### config.mk
export PLATFORM = sky130hd
export DESIGN_NAME = flash_host_ctrl
export DESIGN_NICKNAME = d
export VERILOG_FILES = /design/src/core/flash_host_pkg.sv /design/src/core/flash_bus_cycle.sv /design/src/core/flash_host_ctrl.sv
export SDC_FILE = /design/constraint.sdc
export NUM_CORES = 1
export LEC_CHECK = 0
export BUFFER_PORTS_ARGS = -buffer_cell sky130_fd_sc_hd__clkbuf_2
export CAP_MARGIN = 20
export CORE_UTILIZATION = 35
export CTS_CLUSTER_DIAMETER = 150
export DETAILED_ROUTE_END_ITERATION = 10
export SLEW_MARGIN = 40
export SYNTH_ARGS = -nofsm -noshare
export SYNTH_HDL_FRONTEND = slang
export SYNTH_HIERARCHICAL = 1
export SYNTH_SLANG_ARGS = --single-unit
### constraint.sdc
create_clock -name pclk -period 2 [get_ports pclk]
set_input_delay 0.2 -clock pclk [delete_from_list [all_inputs] [get_ports pclk]]
set_output_delay 0.2 -clock pclk [all_outputs]
set_load 0.05 [all_outputs]
### src/core/flash_host_pkg.sv
// package: command codes, status bits, pin timing and register map of the flash host controller
package flash_host_pkg;
  // command bytes written to the device
  localparam logic [7:0] CMD_READ_ARRAY   = 8'hFF;
  localparam logic [7:0] CMD_IDENTIFY     = 8'h90;
  localparam logic [7:0] CMD_READ_STATUS  = 8'h70;
  localparam logic [7:0] CMD_CLEAR_STATUS = 8'h50;
  localparam logic [7:0] CMD_ERASE_SETUP  = 8'h20;
  localparam logic [7:0] CMD_CONFIRM      = 8'hD0;
  localparam logic [7:0] CMD_PROG_SETUP   = 8'h40;
  localparam logic [7:0] CMD_PROG_ALT     = 8'h10;
  localparam logic [7:0] CMD_SUSPEND      = 8'hB0;
  localparam logic [15:0] NULL_WORD       = 16'hFFFF;
  localparam logic [15:0] NULL_BYTE       = 16'h00FF;
  // identify addresses
  localparam logic [17:0] ID_MAKER_ADDR   = 18'h00000;
  localparam logic [17:0] ID_PART_ADDR    = 18'h00001;
  // status byte bit positions
  localparam int READY_BIT   = 7;
  localparam int SUSPEND_BIT = 6;
  localparam int ERASE_BIT   = 5;
  localparam int PROGRAM_BIT = 4;
  localparam int SUPPLY_BIT  = 3;
  // block select field: word parts A12-A16, byte parts A13-A17
  localparam int BLK_LSB_WORD = 12;
  localparam int BLK_LSB_BYTE = 13;
  localparam int BLK_W        = 5;
  // pin timing in ns and derived cycle counts at 25 MHz
  localparam int CLK_NS          = 40;
  localparam int STROBE_NS       = 80;
  localparam int RESET_NS        = 200;
  localparam int STROBE_CYC      = (STROBE_NS + CLK_NS - 1) / CLK_NS;
  localparam int RESET_CYC       = (RESET_NS + CLK_NS - 1) / CLK_NS;
  localparam logic [3:0] STROBE_CNT = 4'(STROBE_CYC);
  localparam logic [3:0] RESET_CNT  = 4'(RESET_CYC);
  // apb register byte addresses
  localparam logic [7:0] REG_CTRL   = 8'h00;
  localparam logic [7:0] REG_ADDR   = 8'h04;
  localparam logic [7:0] REG_WDATA  = 8'h08;
  localparam logic [7:0] REG_RDATA  = 8'h0C;
  localparam logic [7:0] REG_STATUS = 8'h10;
  // operation codes in ctrl[3:0]; writing ctrl starts it
  localparam logic [3:0] OP_READ     = 4'h0;
  localparam logic [3:0] OP_IDENT    = 4'h1;
  localparam logic [3:0] OP_STATUS   = 4'h2;
  localparam logic [3:0] OP_CLEAR    = 4'h3;
  localparam logic [3:0] OP_PROGRAM  = 4'h4;
  localparam logic [3:0] OP_ERASE    = 4'h5;
  localparam logic [3:0] OP_SUSPEND  = 4'h6;
  localparam logic [3:0] OP_RESUME   = 4'h7;
  localparam logic [3:0] OP_NULLPROG = 4'h8;
  localparam logic [3:0] OP_RESET    = 4'h9;
  localparam logic [3:0] OP_ARRAY    = 4'hA;
  // ctrl bit fields
  localparam int CTRL_WORD_BIT = 4;
  localparam int CTRL_BOOT_BIT = 5;
  localparam int CTRL_ALT_BIT  = 6;
endpackage

### src/core/flash_bus_cycle.sv
// one device bus cycle: write or read strobe held for a fixed count of clocks
`timescale 1ns/1ps
`default_nettype none
module flash_bus_cycle
  import flash_host_pkg::*;
#(
  parameter logic [3:0] HOLD = flash_host_pkg::STROBE_CNT
) (
  // clock and reset
  input  wire logic        pclk,
  input  wire logic        presetn,
  // request from sequencer
  input  wire logic        start,
  input  wire logic        is_write,
  input  wire logic [17:0] addr,
  input  wire logic [15:0] wdata,
  output logic             done,
  output logic [15:0]      rdata,
  // device pins
  output logic [17:0]      dev_addr,
  output logic [15:0]      dq_out,
  output logic             dq_oe,
  input  wire logic [15:0] dq_in,
  output logic             ce_n,
  output logic             we_n,
  output logic             oe_n
);
  import flash_host_pkg::*;
  logic [3:0] count;
  logic       busy;
  wire        last = busy && (count == 4'h1);

  // address latched at cycle start and not moved until the strobe ends
  always_ff @(posedge pclk or negedge presetn) begin
    if (!presetn) begin
      busy     <= 1'b0;
      count    <= 4'h0;
      dev_addr <= 18'h00000;
      dq_out   <= 16'h0000;
      dq_oe    <= 1'b0;
      ce_n     <= 1'b1;
      we_n     <= 1'b1;
      oe_n     <= 1'b1;
      rdata    <= 16'h0000;
      done     <= 1'b0;
    end else begin
      done <= last;
      if (start && !busy) begin
        busy     <= 1'b1;
        count    <= HOLD;
        dev_addr <= addr;
        dq_out   <= wdata;
        dq_oe    <= is_write;
        ce_n     <= 1'b0;
        we_n     <= !is_write;
        oe_n     <= is_write;
      end else if (last) begin
        // read data sampled before the strobe rises
        if (!oe_n) rdata <= dq_in;
        busy  <= 1'b0;
        count <= 4'h0;
        ce_n  <= 1'b1;
        we_n  <= 1'b1;
        oe_n  <= 1'b1;
        dq_oe <= 1'b0;
      end else if (busy) begin
        count <= count - 4'h1;
      end
    end
  end

  AST_ADDR_STABLE: assert property (@(posedge pclk) disable iff (!presetn)
    (busy && $past(busy)) |-> $stable(dev_addr))
    else $error("address moved during a bus cycle");
  // the data bus is driven only under the write strobe, never under the read strobe
  AST_DRIVE_ON_WRITE: assert property (@(posedge pclk) disable iff (!presetn)
    (!we_n || !oe_n) |-> (dq_oe == !we_n))
    else $error("data bus drive does not follow the strobe");
endmodule
`default_nettype wire

### src/core/flash_host_ctrl.sv
// host controller: apb registers and command sequencing toward the boot-block flash
// Operation
// - After program or erase, write FFH once to return to array reads.
// - Host holds the address stable for the whole write cycle.
// - A lone program setup is cancelled by writing all ones.
// - Host keeps strobes inactive or reset low while supply ramps.
//
// Decided for this implementation: register access over APB and the register addresses.
`timescale 1ns/1ps
`default_nettype none
module flash_host_ctrl
  import flash_host_pkg::*;
(
  // clock and reset
  input  wire logic        pclk,
  input  wire logic        presetn,
  // apb slave
  input  wire logic        psel,
  input  wire logic        penable,
  input  wire logic        pwrite,
  input  wire logic [7:0]  paddr,
  input  wire logic [31:0] pwdata,
  output logic [31:0]      prdata,
  output logic             pready,
  output logic             pslverr,
  // flash pins
  output logic [17:0]      dev_addr,
  output logic [15:0]      dq_out,
  output logic             dq_oe,
  input  wire logic [15:0] dq_in,
  output logic             ce_n,
  output logic             we_n,
  output logic             oe_n,
  output logic             reset_powerdown_n,
  output logic             unlock_high_voltage,
  output logic             boot_unlock,
  output logic             word_mode
);
  import flash_host_pkg::*;

  // ----------------------------------------------------------------
  // sequencer states
  // ----------------------------------------------------------------
  typedef enum logic [6:0] {
    S_IDLE  = 7'b0000001,
    S_RESET = 7'b0000010,
    S_CMD   = 7'b0000100,
    S_DATA  = 7'b0001000,
    S_POLL  = 7'b0010000,
    S_READ  = 7'b0100000,
    S_DONE  = 7'b1000000
  } state_t;

  state_t      state;
  state_t      next_state;
  logic [3:0]  op;
  logic [17:0] addr_reg;
  logic [15:0] wdata_reg;
  logic [15:0] rdata_reg;
  logic [7:0]  status_byte;
  logic        word_sel;
  logic        boot_sel;
  logic        alt_sel;
  logic        refused;
  logic        erasing;
  logic [3:0]  rst_cnt;
  logic        cyc_start;
  logic        cyc_write;
  logic [17:0] cyc_addr;
  logic [15:0] cyc_wdata;
  logic        cyc_done;
  logic [15:0] cyc_rdata;

  // ----------------------------------------------------------------
  // apb decode
  // ----------------------------------------------------------------
  wire apb_wr     = psel && penable && pwrite;
  wire busy       = (state != S_IDLE);
  wire hit_ctrl   = (paddr == REG_CTRL);
  wire hit_addr   = (paddr == REG_ADDR);
  wire hit_wdata  = (paddr == REG_WDATA);
  wire hit_rdata  = (paddr == REG_RDATA);
  wire hit_status = (paddr == REG_STATUS);
  wire mapped     = hit_ctrl | hit_addr | hit_wdata | hit_rdata | hit_status;
  wire go         = apb_wr && hit_ctrl && !busy;
  wire [31:0] ctrl_rd   = {25'h0, alt_sel, boot_sel, word_sel, 2'b00, busy, refused};
  wire [31:0] status_rd = {16'h0, 8'h00, status_byte};
  wire [4:0]  block_idx = word_sel ? addr_reg[BLK_LSB_WORD +: BLK_W]
                                   : addr_reg[BLK_LSB_BYTE +: BLK_W];

  // single wait-free access; unmapped addresses answer with an error
  assign pready  = 1'b1;
  assign pslverr = psel && penable && !mapped;
  assign prdata  = hit_ctrl   ? ctrl_rd :
                   hit_addr   ? {14'h0, addr_reg} :
                   hit_wdata  ? {16'h0, wdata_reg} :
                   hit_rdata  ? {16'h0, rdata_reg} :
                   hit_status ? status_rd : 32'h0000_0000;

  // word_mode and boot_unlock steered by ctrl bits; unlock_high_voltage tied low
  assign word_mode           = word_sel;
  assign boot_unlock         = boot_sel;
  assign unlock_high_voltage = 1'b0;

  // ----------------------------------------------------------------
  // first command byte for each operation
  // ----------------------------------------------------------------
  logic [7:0] first_cmd;
  always_comb begin
    unique case (op)
      OP_READ, OP_ARRAY: first_cmd = CMD_READ_ARRAY;
      OP_IDENT:          first_cmd = CMD_IDENTIFY;
      OP_STATUS:         first_cmd = CMD_READ_STATUS;
      OP_CLEAR:          first_cmd = CMD_CLEAR_STATUS;
      OP_PROGRAM,
      OP_NULLPROG:       first_cmd = alt_sel ? CMD_PROG_ALT : CMD_PROG_SETUP;
      OP_ERASE:          first_cmd = CMD_ERASE_SETUP;
      OP_SUSPEND:        first_cmd = CMD_SUSPEND;
      OP_RESUME:         first_cmd = CMD_CONFIRM;
      default:           first_cmd = CMD_READ_ARRAY;
    endcase
  end

  wire two_cycle = (op == OP_PROGRAM) || (op == OP_ERASE) || (op == OP_NULLPROG);
  wire polls     = (op == OP_PROGRAM) || (op == OP_ERASE) || (op == OP_SUSPEND);
  wire reads     = (op == OP_READ) || (op == OP_IDENT) || (op == OP_STATUS);
  // supply error blocks new changes in the device; host refuses up front too
  wire blocked_w = (pwdata[3:0] == OP_PROGRAM || pwdata[3:0] == OP_ERASE)
                   && status_byte[SUPPLY_BIT];
  wire ready_now = cyc_rdata[READY_BIT];
  wire [15:0] null_val = word_sel ? NULL_WORD : NULL_BYTE;

  // ----------------------------------------------------------------
  // bus cycle request
  // ----------------------------------------------------------------
  assign cyc_start = (state == S_CMD) || (state == S_DATA) ||
                     (state == S_POLL) || (state == S_READ);
  assign cyc_write = (state == S_CMD) || (state == S_DATA);
  assign cyc_addr  = (state == S_READ || state == S_DATA) ? addr_reg : 18'h00000;
  assign cyc_wdata = (state == S_CMD) ? {8'h00, first_cmd} :
                     (op == OP_ERASE) ? {8'h00, CMD_CONFIRM} :
                     (op == OP_NULLPROG) ? null_val : wdata_reg;

  // ----------------------------------------------------------------
  // next state
  // ----------------------------------------------------------------
  always_comb begin
    next_state = state;
    unique case (state)
      S_IDLE:  if (go) next_state = S_CMD;
      S_RESET: if (rst_cnt == 4'h0) next_state = S_DONE;
      S_CMD:   if (cyc_done) next_state = two_cycle ? S_DATA
                                        : polls ? S_POLL
                                        : reads ? S_READ : S_DONE;
      S_DATA:  if (cyc_done) next_state = (op == OP_NULLPROG) ? S_DONE : S_POLL;
      // a busy device returns status on every read until ready
      S_POLL:  if (cyc_done && ready_now) next_state = S_DONE;
      S_READ:  if (cyc_done) next_state = S_DONE;
      S_DONE:  next_state = S_IDLE;
    endcase
  end

  // ----------------------------------------------------------------
  // state and register file
  // ----------------------------------------------------------------
  always_ff @(posedge pclk or negedge presetn) begin
    if (!presetn) begin
      state <= S_IDLE;
    end else if (go && blocked_w) begin
      state <= S_IDLE;
    end else if (go && (pwdata[3:0] == OP_RESET)) begin
      state <= S_RESET;
    end else begin
      state <= next_state;
    end
  end

  always_ff @(posedge pclk or negedge presetn) begin
    if (!presetn) begin
      op       <= OP_READ;
      word_sel <= 1'b0;
      boot_sel <= 1'b0;
      alt_sel  <= 1'b0;
      refused  <= 1'b0;
    end else if (go) begin
      op       <= pwdata[3:0];
      word_sel <= pwdata[CTRL_WORD_BIT];
      boot_sel <= pwdata[CTRL_BOOT_BIT];
      alt_sel  <= pwdata[CTRL_ALT_BIT];
      refused  <= blocked_w;
    end
  end

  always_ff @(posedge pclk or negedge presetn) begin
    if (!presetn) begin
      addr_reg  <= 18'h00000;
      wdata_reg <= 16'h0000;
    end else if (apb_wr && !busy) begin
      if (hit_addr)  addr_reg  <= pwdata[17:0];
      if (hit_wdata) wdata_reg <= pwdata[15:0];
    end
  end

  // reset pin pulse, strobes idle while it is low
  always_ff @(posedge pclk or negedge presetn) begin
    if (!presetn) begin
      rst_cnt           <= 4'h0;
      reset_powerdown_n <= 1'b0;
    end else if (go && (pwdata[3:0] == OP_RESET)) begin
      rst_cnt           <= RESET_CNT;
      reset_powerdown_n <= 1'b0;
    end else if (rst_cnt != 4'h0) begin
      rst_cnt <= rst_cnt - 4'h1;
    end else begin
      reset_powerdown_n <= 1'b1;
    end
  end

  // data capture; the status mirror holds the last polled or status-read byte, cleared by reset, error flags masked by clear
  always_ff @(posedge pclk or negedge presetn) begin
    if (!presetn) begin
      rdata_reg   <= 16'h0000;
      status_byte <= 8'h00;
      erasing     <= 1'b0;
    end else if (state == S_RESET) begin
      status_byte <= 8'h00;
      erasing     <= 1'b0;
    end else if (cyc_done && state == S_POLL) begin
      status_byte <= cyc_rdata[7:0];
      erasing     <= (op == OP_ERASE) && !ready_now;
    end else if (cyc_done && state == S_READ) begin
      rdata_reg <= cyc_rdata;
      if (op == OP_STATUS) status_byte <= cyc_rdata[7:0];
    end else if (state == S_DONE && op == OP_CLEAR) begin
      status_byte <= status_byte & 8'hC7;
    end
  end

  // ----------------------------------------------------------------
  // device bus cycle engine
  // ----------------------------------------------------------------
  flash_bus_cycle #(.HOLD(STROBE_CNT)) u_cycle (
    .pclk     (pclk),
    .presetn  (presetn),
    .start    (cyc_start && !cyc_done),
    .is_write (cyc_write),
    .addr     (cyc_addr),
    .wdata    (cyc_wdata),
    .done     (cyc_done),
    .rdata    (cyc_rdata),
    .dev_addr (dev_addr),
    .dq_out   (dq_out),
    .dq_oe    (dq_oe),
    .dq_in    (dq_in),
    .ce_n     (ce_n),
    .we_n     (we_n),
    .oe_n     (oe_n)
  );

  // ----------------------------------------------------------------
  // checks
  // ----------------------------------------------------------------
  AST_REFUSE: assert property (@(posedge pclk) disable iff (!presetn)
    (go && blocked_w) |=> (state == S_IDLE && refused))
    else $error("change operation not refused under supply error");
  AST_STROBE_IN_RESET: assert property (@(posedge pclk) disable iff (!presetn)
    !reset_powerdown_n |-> (we_n && ce_n))
    else $error("strobe active while reset pin low");
  AST_POLL_UNTIL_READY: assert property (@(posedge pclk) disable iff (!presetn)
    (state == S_POLL && cyc_done && !ready_now) |=> state == S_POLL)
    else $error("polling ended while device busy");
  AST_CONFIRM_BYTE: assert property (@(posedge pclk) disable iff (!presetn)
    (state == S_DATA && op == OP_ERASE && !we_n) |-> dq_out[7:0] == CMD_CONFIRM)
    else $error("erase second cycle not confirm");
  AST_NULL_ALL_ONES: assert property (@(posedge pclk) disable iff (!presetn)
    (state == S_DATA && op == OP_NULLPROG && !we_n) |-> dq_out == null_val)
    else $error("null program not all ones");
  AST_FIRST_CMD: assert property (@(posedge pclk) disable iff (!presetn)
    (state == S_CMD && !we_n && op == OP_SUSPEND) |-> dq_out[7:0] == CMD_SUSPEND)
    else $error("suspend code wrong");
  AST_RESET_CLEARS: assert property (@(posedge pclk) disable iff (!presetn)
    (state == S_RESET) |=> status_byte == 8'h00)
    else $error("status not cleared by reset");
  AST_CLEAR_FLAGS: assert property (@(posedge pclk) disable iff (!presetn)
    (state == S_DONE && op == OP_CLEAR) |=> status_byte[5:3] == 3'b000)
    else $error("clear status left error flags");
  // while the device erases, the host only polls, so no other command can reach it
  AST_ERASE_ONLY_POLL: assert property (@(posedge pclk) disable iff (!presetn)
    erasing |-> (state == S_POLL))
    else $error("command issued while erase in progress");
  AST_ERASE_BLOCK: assert property (@(posedge pclk) disable iff (!presetn)
    (state == S_DATA && op == OP_ERASE && !we_n) |->
      (block_idx == (word_sel ? dev_addr[BLK_LSB_WORD +: BLK_W]
                              : dev_addr[BLK_LSB_BYTE +: BLK_W])))
    else $error("erase confirm outside the chosen block");
endmodule
`default_nettype wire

Word level (Yosys, flattened, before mapping). Index checks and enable logic that the tools add are counted.

Register bits: 138. Latch bits: 0. RAM bits: 0. ROM bits: 0. Bits of input ports: 61. Output and inout bits: 76. Word-level logic and storage cells: 158. Memories kept: 0.

Add/sub/neg operators: 2. Multipliers: 0. Div/mod/pow operators: 0. Magnitude comparators: 0. Eq/ne operators: 32. Shifts and indexed selects: 0. Muxes and demuxes: 44. Bitwise operators: 8. Reductions and logical operators: 49.

Operators by type and width (count): 16-bit 2-to-1 mux (6); 7-bit 2-to-1 mux (13); 8-bit one-hot mux with 7 select lines (1); 18-bit 2-to-1 mux (3); 7-bit one-hot mux with 7 select lines (1); 8-bit 2-to-1 mux (5); 4-bit by 3-bit == test with 1-bit output (second input constant) (6); 4-bit 2-to-1 mux (5); 8-bit by 4-bit == test with 1-bit output (second input constant) (2); 1-bit logical AND (16); 4-bit inequality test (second input constant) (3); 1-bit logical OR (10); 1-bit 2-to-1 mux (9); 3-bit nonzero test (3); 4-bit by 1-bit == test with 1-bit output (second input constant) (2); 4-bit by 2-bit == test with 1-bit output (second input constant) (2); 4-bit == test (second input constant) (2); 8-bit by 3-bit == test with 1-bit output (second input constant) (1); 8-bit by 5-bit == test with 1-bit output (second input constant) (1); 4-bit zero test (2); 8-bit zero test (1); 4-bit by 1-bit inequality test with 1-bit output (second input constant) (2); 4-bit by 3-bit inequality test with 1-bit output (second input constant) (2); 2-bit AND reduction (4); 19 further kinds (33).

Logic depth before layout (Yosys ltp). Gate-level depths: netlist of the first run.

Depth after elaboration: 10. Mapped depth: 11. Mapped depth without buffers: 8.

Hierarchy. Netlist of the first run, hierarchy kept.

Modules (own cells, without submodules): flash_host_ctrl (instances 1, cells an instance 492, area each 4611.9 um^2); flash_bus_cycle (instances 1, cells an instance 218, area each 2381.0 um^2).

Worst setup path after synthesis of the first run. Ideal clock, no wire load.

Kind: input port to output port. Start point: input port paddr[2]. End point: output port prdata[6]. Data arrival time: 2.377 ns. Required time: 1.800 ns. Path slack: -0.577 ns. Cell stages on the path: 6. Path buffers: 2. Cells stage by stage: clkbuf_1 clkbuf_1 o21ai_0 a21oi_1 a21oi_1 o21ai_0.

Cells in the longest elaborated chain, start to end: 6. Elaborated cells between the ends (all ways): 10. Classes of those cells: eq/ne (4); mux (5); reduce/logical (1).

Ends and longest elaborated chain: from (decl) (RTL line flash_host_ctrl.sv:21) `input wire logic [7:0] paddr,`; 8-bit by 5-bit == test with 1-bit output (RTL line flash_host_ctrl.sv:83) `wire hit_status = (paddr == REG_STATUS);`; 8-bit 2-to-1 mux (RTL line flash_host_ctrl.sv:98) `hit_status ? status_rd : 32'h0000_0000;`; 16-bit 2-to-1 mux (RTL line flash_host_ctrl.sv:97) `hit_rdata ? {16'h0, rdata_reg} :`; 16-bit 2-to-1 mux (RTL line flash_host_ctrl.sv:96) `hit_wdata ? {16'h0, wdata_reg} :`; 18-bit 2-to-1 mux (RTL line flash_host_ctrl.sv:95) `hit_addr ? {14'h0, addr_reg} :`; 18-bit 2-to-1 mux (*) (RTL line flash_host_ctrl.sv:94) `assign prdata = hit_ctrl ? ctrl_rd :`; to (decl) (RTL line flash_host_ctrl.sv:23) `output logic [31:0] prdata,`.

Mark *: on every way between the ends. The rest lies on a longest branch, timed or not.

Worst setup path after layout of the first run.
Start point: register state[3]. End point: output port prdata[1].

Cells in the longest elaborated chain, start to end: 2.

Ends and longest elaborated chain: from (decl) (RTL line flash_host_ctrl.sv:54) `state_t state;`; from (signal assigned) (RTL line flash_host_ctrl.sv:174) `state <= next_state;`; 7-bit by 1-bit inequality test with 1-bit output (RTL line flash_host_ctrl.sv:78) `wire busy = (state != S_IDLE);`; 18-bit 2-to-1 mux (RTL line flash_host_ctrl.sv:94).

Every way passes these cells.

==> metrics, run 1 <==
wirelength, routed ~19000 um; overall die area 0.0205 mm^2; Avg Synthesized Cell Area approximately 9.8 um^2; maximum level of the CTS H-tree 4; Hold Fails Final Rpt 0; Sw Pwr around 3.6 mW; detail-routed via count per cell between 4 and 5; number of pins exceeding their max-slew limit in the final report 0; Net count, final 938; Antenna Diode Count 0; failing checks setup timing; critical path capture point type primary output; maximum clock frequency ~0.43 GHz; Synth area leaders sky130_fd_sc_hd__dfrtp_1, sky130_fd_sc_hd__nand2_1, sky130_fd_sc_hd__mux2_1; clock tree from TritonCTS yes; clock input transition at the sequential cells of the worst setup and hold paths about 0.06 ns; CP startpoint kind flip-flop; peak supply drop between 0.6 and 0.7 mV; R2R depth 5; power density over the cells ~1100 mW/mm^2; clk buf depth 2; register-to-register setup slack -0.32 ns; number of antenna violations at the first check in global routing 0; Area Overhead vs Synth 35.5%; Ys Warns 6; final worst hold slack between 0.0002 and 0.0003 ns; area of placed instances ~0.0083 mm^2; crit path kind reg -> out; maximum capacitance violations 0; post-layout instance count excluding filler cells roughly 1200; CTS Sinks about 140; proportion of layout cells with a drive suffix above 1 about 37%; Antenna Violating Nets Remaining 0; clock group share of total power between 20% and 30%; Sequential Power Share between 30% and 40%; post-route minimum period ~2.3 ns; instance count of the mapped netlist between 700 and 800; wire length of the first global-routing pass approximately 30000 um; number of iterations in the first detailed-routing pass 4; internal power summed over all cells just under 7 mW; number of design-rule violations left by the first detailed-router iteration approximately 250; largest net degree at the start of global routing 59; crit path setup slack, layout -0.329 ns; data arrival time at the worst-slack endpoint 2.13 ns; Final Cell Area 0.00947 mm^2; beginning of the critical path state[3]; RSZ-0062 raised after global routing yes; top cell type by total area after synthesis sky130_fd_sc_hd__dfrtp_1; run status finished, violations left; number of synthesized flops with an enable pin 0; Die Width 143 um; most instantiated flip-flop cell in the synthesis netlist sky130_fd_sc_hd__dfrtp_1; number of global-route vias before repair 5382; port bufs 106; Worst-Skew Late Latency approximately 0.43 ns; total global routing overflow 0; number of failing setup endpoints in the final timing report 51; cell chosen for the clock root sky130_fd_sc_hd__clkbuf_16; routed len/inst about 17 um; share of total power in combinational logic 34.8%; global-route total usage across every layer approximately a fifth; kind of path behind the tightest hold check in -> reg; Period Utilization, post-route 116%; HP Start pwdata[17]; worst clock skew about 0.017 ns; Max-slew headroom between 50% and 60%; Hold Path Depth 2; Leak Pwr between 4 and 5 nW; #FFs+latches synth 138; crit path max fanout 2; HPWL after detailed placement 13700 um; required time at the endpoint of the critical path 1.80 ns; sequential-to-total area share from yosys stat about half; ys async rst share 100%; switching share of power 34.9%; total number of vias 5683; chip height around 140 um; final weighted congestion in routability-driven placement ~0.83; initial cell density of the core a little over a third; total DRC errors in the routed layout 0; Worst Hold Endpoint addr_reg[17]; worst reg2reg endpoint status_byte[5]; number of I/O pins 137; number of different library cells in the post-synthesis netlist 67; number of clock buffers inserted by TritonCTS 17; Site Rows 51; combined area of all synthesized cells ~0.007 mm^2; top cells by instance count after synthesis sky130_fd_sc_hd__nand2_1, sky130_fd_sc_hd__dfrtp_1, sky130_fd_sc_hd__nor2_1, sky130_fd_sc_hd__a21oi_1, sky130_fd_sc_hd__mux2_1; portion of synthesized cell area occupied by the leading cell type a little under half; number of cells in the design after placement 1096; transition time of the tightest slew-check pin a little over 0.6 ns; most common cell in the netlist sky130_fd_sc_hd__nand2_1; worst flop-to-flop path startpoint state[3]; area of the placeable core 0.0195 mm^2
==> power by group through the flow <==
| stage | registers (mW) | clock network [mW] | logic, mW |
|---|---|---|---|
| detailed placement | 3.87 | 0 | 3.31 |
| finish | 3.83 | 2.99 | 3.64 |
| global route | 3.92 | 3.18 | 3.94 |
| CTS | 3.82 | 3.04 | 3.49 |
| floorplan | 4.03 | 0 | 2.03 |
| global placement | 3.86 | 0 | 3.28 |
==> worst max-delay path, stage by stage (launching register included) <==
cell and delay, ns:
sky130_fd_sc_hd__dfrtp_1 0.38, sky130_fd_sc_hd__or4_4 0.56, sky130_fd_sc_hd__or3_4 0.36, sky130_fd_sc_hd__o2111ai_2 0.19, sky130_fd_sc_hd__nor2_2 0.07, sky130_fd_sc_hd__buf_8 0.15
==> metal layers <==
metal	share of wire (%)	global-route usage, %	wire length [um]	vias to the layer above
met5	0	0	0	-
met4	1.3	6.05	250	0
met3	4.7	3.37	893	16
met2	48	30.6	9220	145
met1	46	26.0	8820	2780
li1	-	-	-	2742
==> cell usage in the layout (no fill, tap or decap), types with 16 or more instances in the layout <==
cell	instances
sky130_fd_sc_hd__nand2_1	154
sky130_fd_sc_hd__conb_1	16
sky130_fd_sc_hd__o21ai_0	18
sky130_fd_sc_hd__clkbuf_16	19
sky130_fd_sc_hd__and2_1	19
sky130_fd_sc_hd__clkbuf_2	92
sky130_fd_sc_hd__mux2_2	29
sky130_fd_sc_hd__buf_4	42
sky130_fd_sc_hd__dfrtp_1	134
sky130_fd_sc_hd__a21oi_1	40
sky130_fd_sc_hd__nor2_1	45
sky130_fd_sc_hd__buf_12	18
sky130_fd_sc_hd__mux2_4	48
==> layout make-up <==
cell class | count | area, um^2
clock buffer | 18 | 439
tap | 265 | 332
timing repair buffer | 184 | 1530
fill | 1836 | 10100
inverter | 14 | 52.6
clock inverter | 13 | 120
sequential | 138 | 3460
multi-input combinational | 519 | 3540
==> kinds of logic (layout without fill, tap and decap cells) <==
group	after synthesis	after routing	share of synthesized area [%]
flops	138	138	49.5
compound gates	107	107	9.16
xor+xnor	6	6	0.752
buf+inv	67	229	5.10
mux	91	91	14.9
simple gates	295	295	19.8
other cells	2	16	0.107
fa+ha+maj	4	4	0.680
==> timing repair <==
action                                  CTS  global route
setup buffers                             5             4
pin swaps                                 4            14
gates cloned                              1             3
hold buffers                             13             0
endpoints found under the setup margin   23            93
gates resized for setup                  30            64
hold endpoints to repair                 65             0
==> worst max path at each step <==
| stage | to | slack [ns] |
|---|---|---|
| finish | prdata[1] | -0.33 |
| detailed placement | status_byte[5] | -0.13 |
| global route | prdata[1] | -0.38 |
| floorplan | prdata[10] | -0.04 |
| global placement | status_byte[4] | -0.11 |
| CTS | prdata[1] | -0.39 |
==> through the flow <==
step | setup WS [ns] | utilization, % | total power [mW] | setup TNS (ns)
after detailed placement | -0.127 | 42.5 | 7.18 | -1.43
after global routing | -0.376 | 48.5 | 11.0 | -10.97
final | -0.329 | 48.5 | 10.5 | -6.95
after floorplan | -0.0445 | - | 6.07 | -0.481
after global placement | -0.106 | 42.5 | 7.14 | -1.14
after CTS | -0.392 | 47.0 | 10.4 | -10.64
No activity file was read; power rests on OpenSTA's default activity.
==> run 2, diff against run 1 <==
Settings changed: CTS_BUF_LIST from default to sky130_fd_sc_hd__clkbuf_8.
==> metrics, run 2 (synthesis results as in run 1) <==
run status finished, violations left; failing checks setup timing; power density over the cells 1030 mW/mm^2; Period Utilization, post-route 120%; Net count, final ~950; largest stage delay on the critical path 0.55 ns; Antenna Diode Count 0; proportion of layout cells with a drive suffix above 1 about a third; Cell Chain, Critical Path or4_4, or3_4, o2111ai_2, nor2_2, buf_8; Buf/Inv on CP 1; final weighted congestion in routability-driven placement 0.828; Critical Path Slowest Stage Cell sky130_fd_sc_hd__or4_4; HPWL after detailed placement ~14000 um; CTS Sinks 138; met1 demand-to-capacity share in global routing 25.9%; initial cell density of the core a little over a third; maximum capacitance violations 0; Leak Pwr 4.56 nW; total global routing overflow 0; Area Overhead vs Synth 33.5%; Worst-Skew Late Latency 0.47 ns; data arrival time at the worst-slack endpoint around 2.2 ns; most common cell after layout, fill and taps aside sky130_fd_sc_hd__nand2_1; number of pins exceeding their max-slew limit in the final report 0; Final Cell Area between 0.009 and 0.01 mm^2; total number of vias about 5700; maximum level of the CTS H-tree 4; overall die area 0.0205 mm^2; crit path setup slack, layout -0.392 ns; total DRC errors in the routed layout 0; port bufs 106; required time at the endpoint of the critical path approximately 1.8 ns; number of antenna violations at the first check in global routing 0; post-layout total power roughly 9.6 mW; routed len/inst between 15 and 20 um; number of I/O pins ~140; most frequent cells in the layout sky130_fd_sc_hd__nand2_1, sky130_fd_sc_hd__dfrtp_1, sky130_fd_sc_hd__clkbuf_2, sky130_fd_sc_hd__nor2_1, sky130_fd_sc_hd__buf_4; number of design-rule violations left by the first detailed-router iteration ~280; number of clock buffers inserted by TritonCTS 17; Max-slew headroom between 50% and 60%; critical path capture point type primary output; fraction of met3 tracks used by global routing 3.87%; number of failing setup endpoints in the final timing report 57; global route hottest layer met2; detail-routed via count per cell roughly 5; Die Width ~140 um; number of iterations in the first detailed-routing pass 4; final worst hold slack 0.0413 ns; area of the placeable core around 0.020 mm^2; CP startpoint kind flip-flop; register-to-register setup slack -0.36 ns; Site Rows 51; clock tree from TritonCTS yes; worst clock skew roughly 0.013 ns; cell family contributing the most delay on the critical path simple AND/OR/NAND/NOR gates; transition time of the tightest slew-check pin 0.610 ns; wirelength, routed 19000 um; Final TNS setup -12.40 ns; crit path max fanout 2; clk buf depth 2; post-route minimum period ~2.4 ns; RSZ-0062 raised after global routing yes; Hold Fails Final Rpt 0; area of placed instances a little over 0.008 mm^2; chip height between 100 and 150 um; wire length of the first global-routing pass approximately 29000 um; kind of path behind the tightest hold check in -> reg; crit path kind reg -> out; clock input transition at the sequential cells of the worst setup and hold paths around 0.08 ns; cell chosen for the clock root sky130_fd_sc_hd__clkbuf_8; number of global-route vias before repair ~5400; maximum clock frequency ~0.42 GHz; Antenna Violating Nets Remaining 0; global-route total usage across every layer 19.1%; peak supply drop slightly above 0.5 mV; largest net degree at the start of global routing 59; met2 Usage GRT between 30% and 40%
## run 2: changes by cell type in the layout (fill, tap and decap cells not counted), sizes merged
cell,previous run,this run
dlygate4sd3,13,29
buf,77,76
## run 2: metrics by stage
step,instances,worst slack (ns),utilization [%]
floorplan,724,-0.0445,-
global placement,1096,-0.106,42.5
detailed placement,1096,-0.127,42.5
CTS,1160,-0.447,46.7
global route,1166,-0.450,47.8
finish,1166,-0.392,47.8
## run 2: worst paths after layout
path                         startpoint              to  depth (start not counted)
max                            state[3]       prdata[1]                          5
min                           pwdata[5]     boot_unlock                          2
max reg2reg                    state[3]  status_byte[5]                          6
min reg2reg                u_cycle/ce_n    u_cycle/ce_n                          2
max in group asynchronous       presetn    u_cycle/we_n                          3
min in group asynchronous       presetn      rst_cnt[1]                          2
## run 2: final cells by class
| class | count | area, um^2 |
|---|---|---|
| clock inverter | 13 | 120 |
| clock buffer | 18 | 248 |
| multi-input combinational | 519 | 3470 |
| fill | 1884 | 10200 |
| tap | 265 | 332 |
| inverter | 14 | 52.6 |
| sequential | 138 | 3460 |
| timing repair buffer | 199 | 1660 |
## run 2: metal layers
layer	part of all wire [%]	up-vias
li1	-	2767
met1	47	2766
met2	48	131
met3	3.8	23
met4	1.5	0
met5	0	-
## run 2: repair_timing
action | CTS | global route
gates cloned | 0 | 2
setup buffers | 5 | 5
hold endpoints to repair | 88 | 1
hold buffers | 28 | 1
endpoints found under the setup margin | 23 | 101
pin swaps | 7 | 16
resized for setup | 34 | 43
## run 2: report_power, final
part | switching, mW | internal (mW) | total (mW)
sequential | 0.447 | 3.38 | 3.82
clock | 1.15 | 1.01 | 2.17
combinational | 1.94 | 1.71 | 3.65
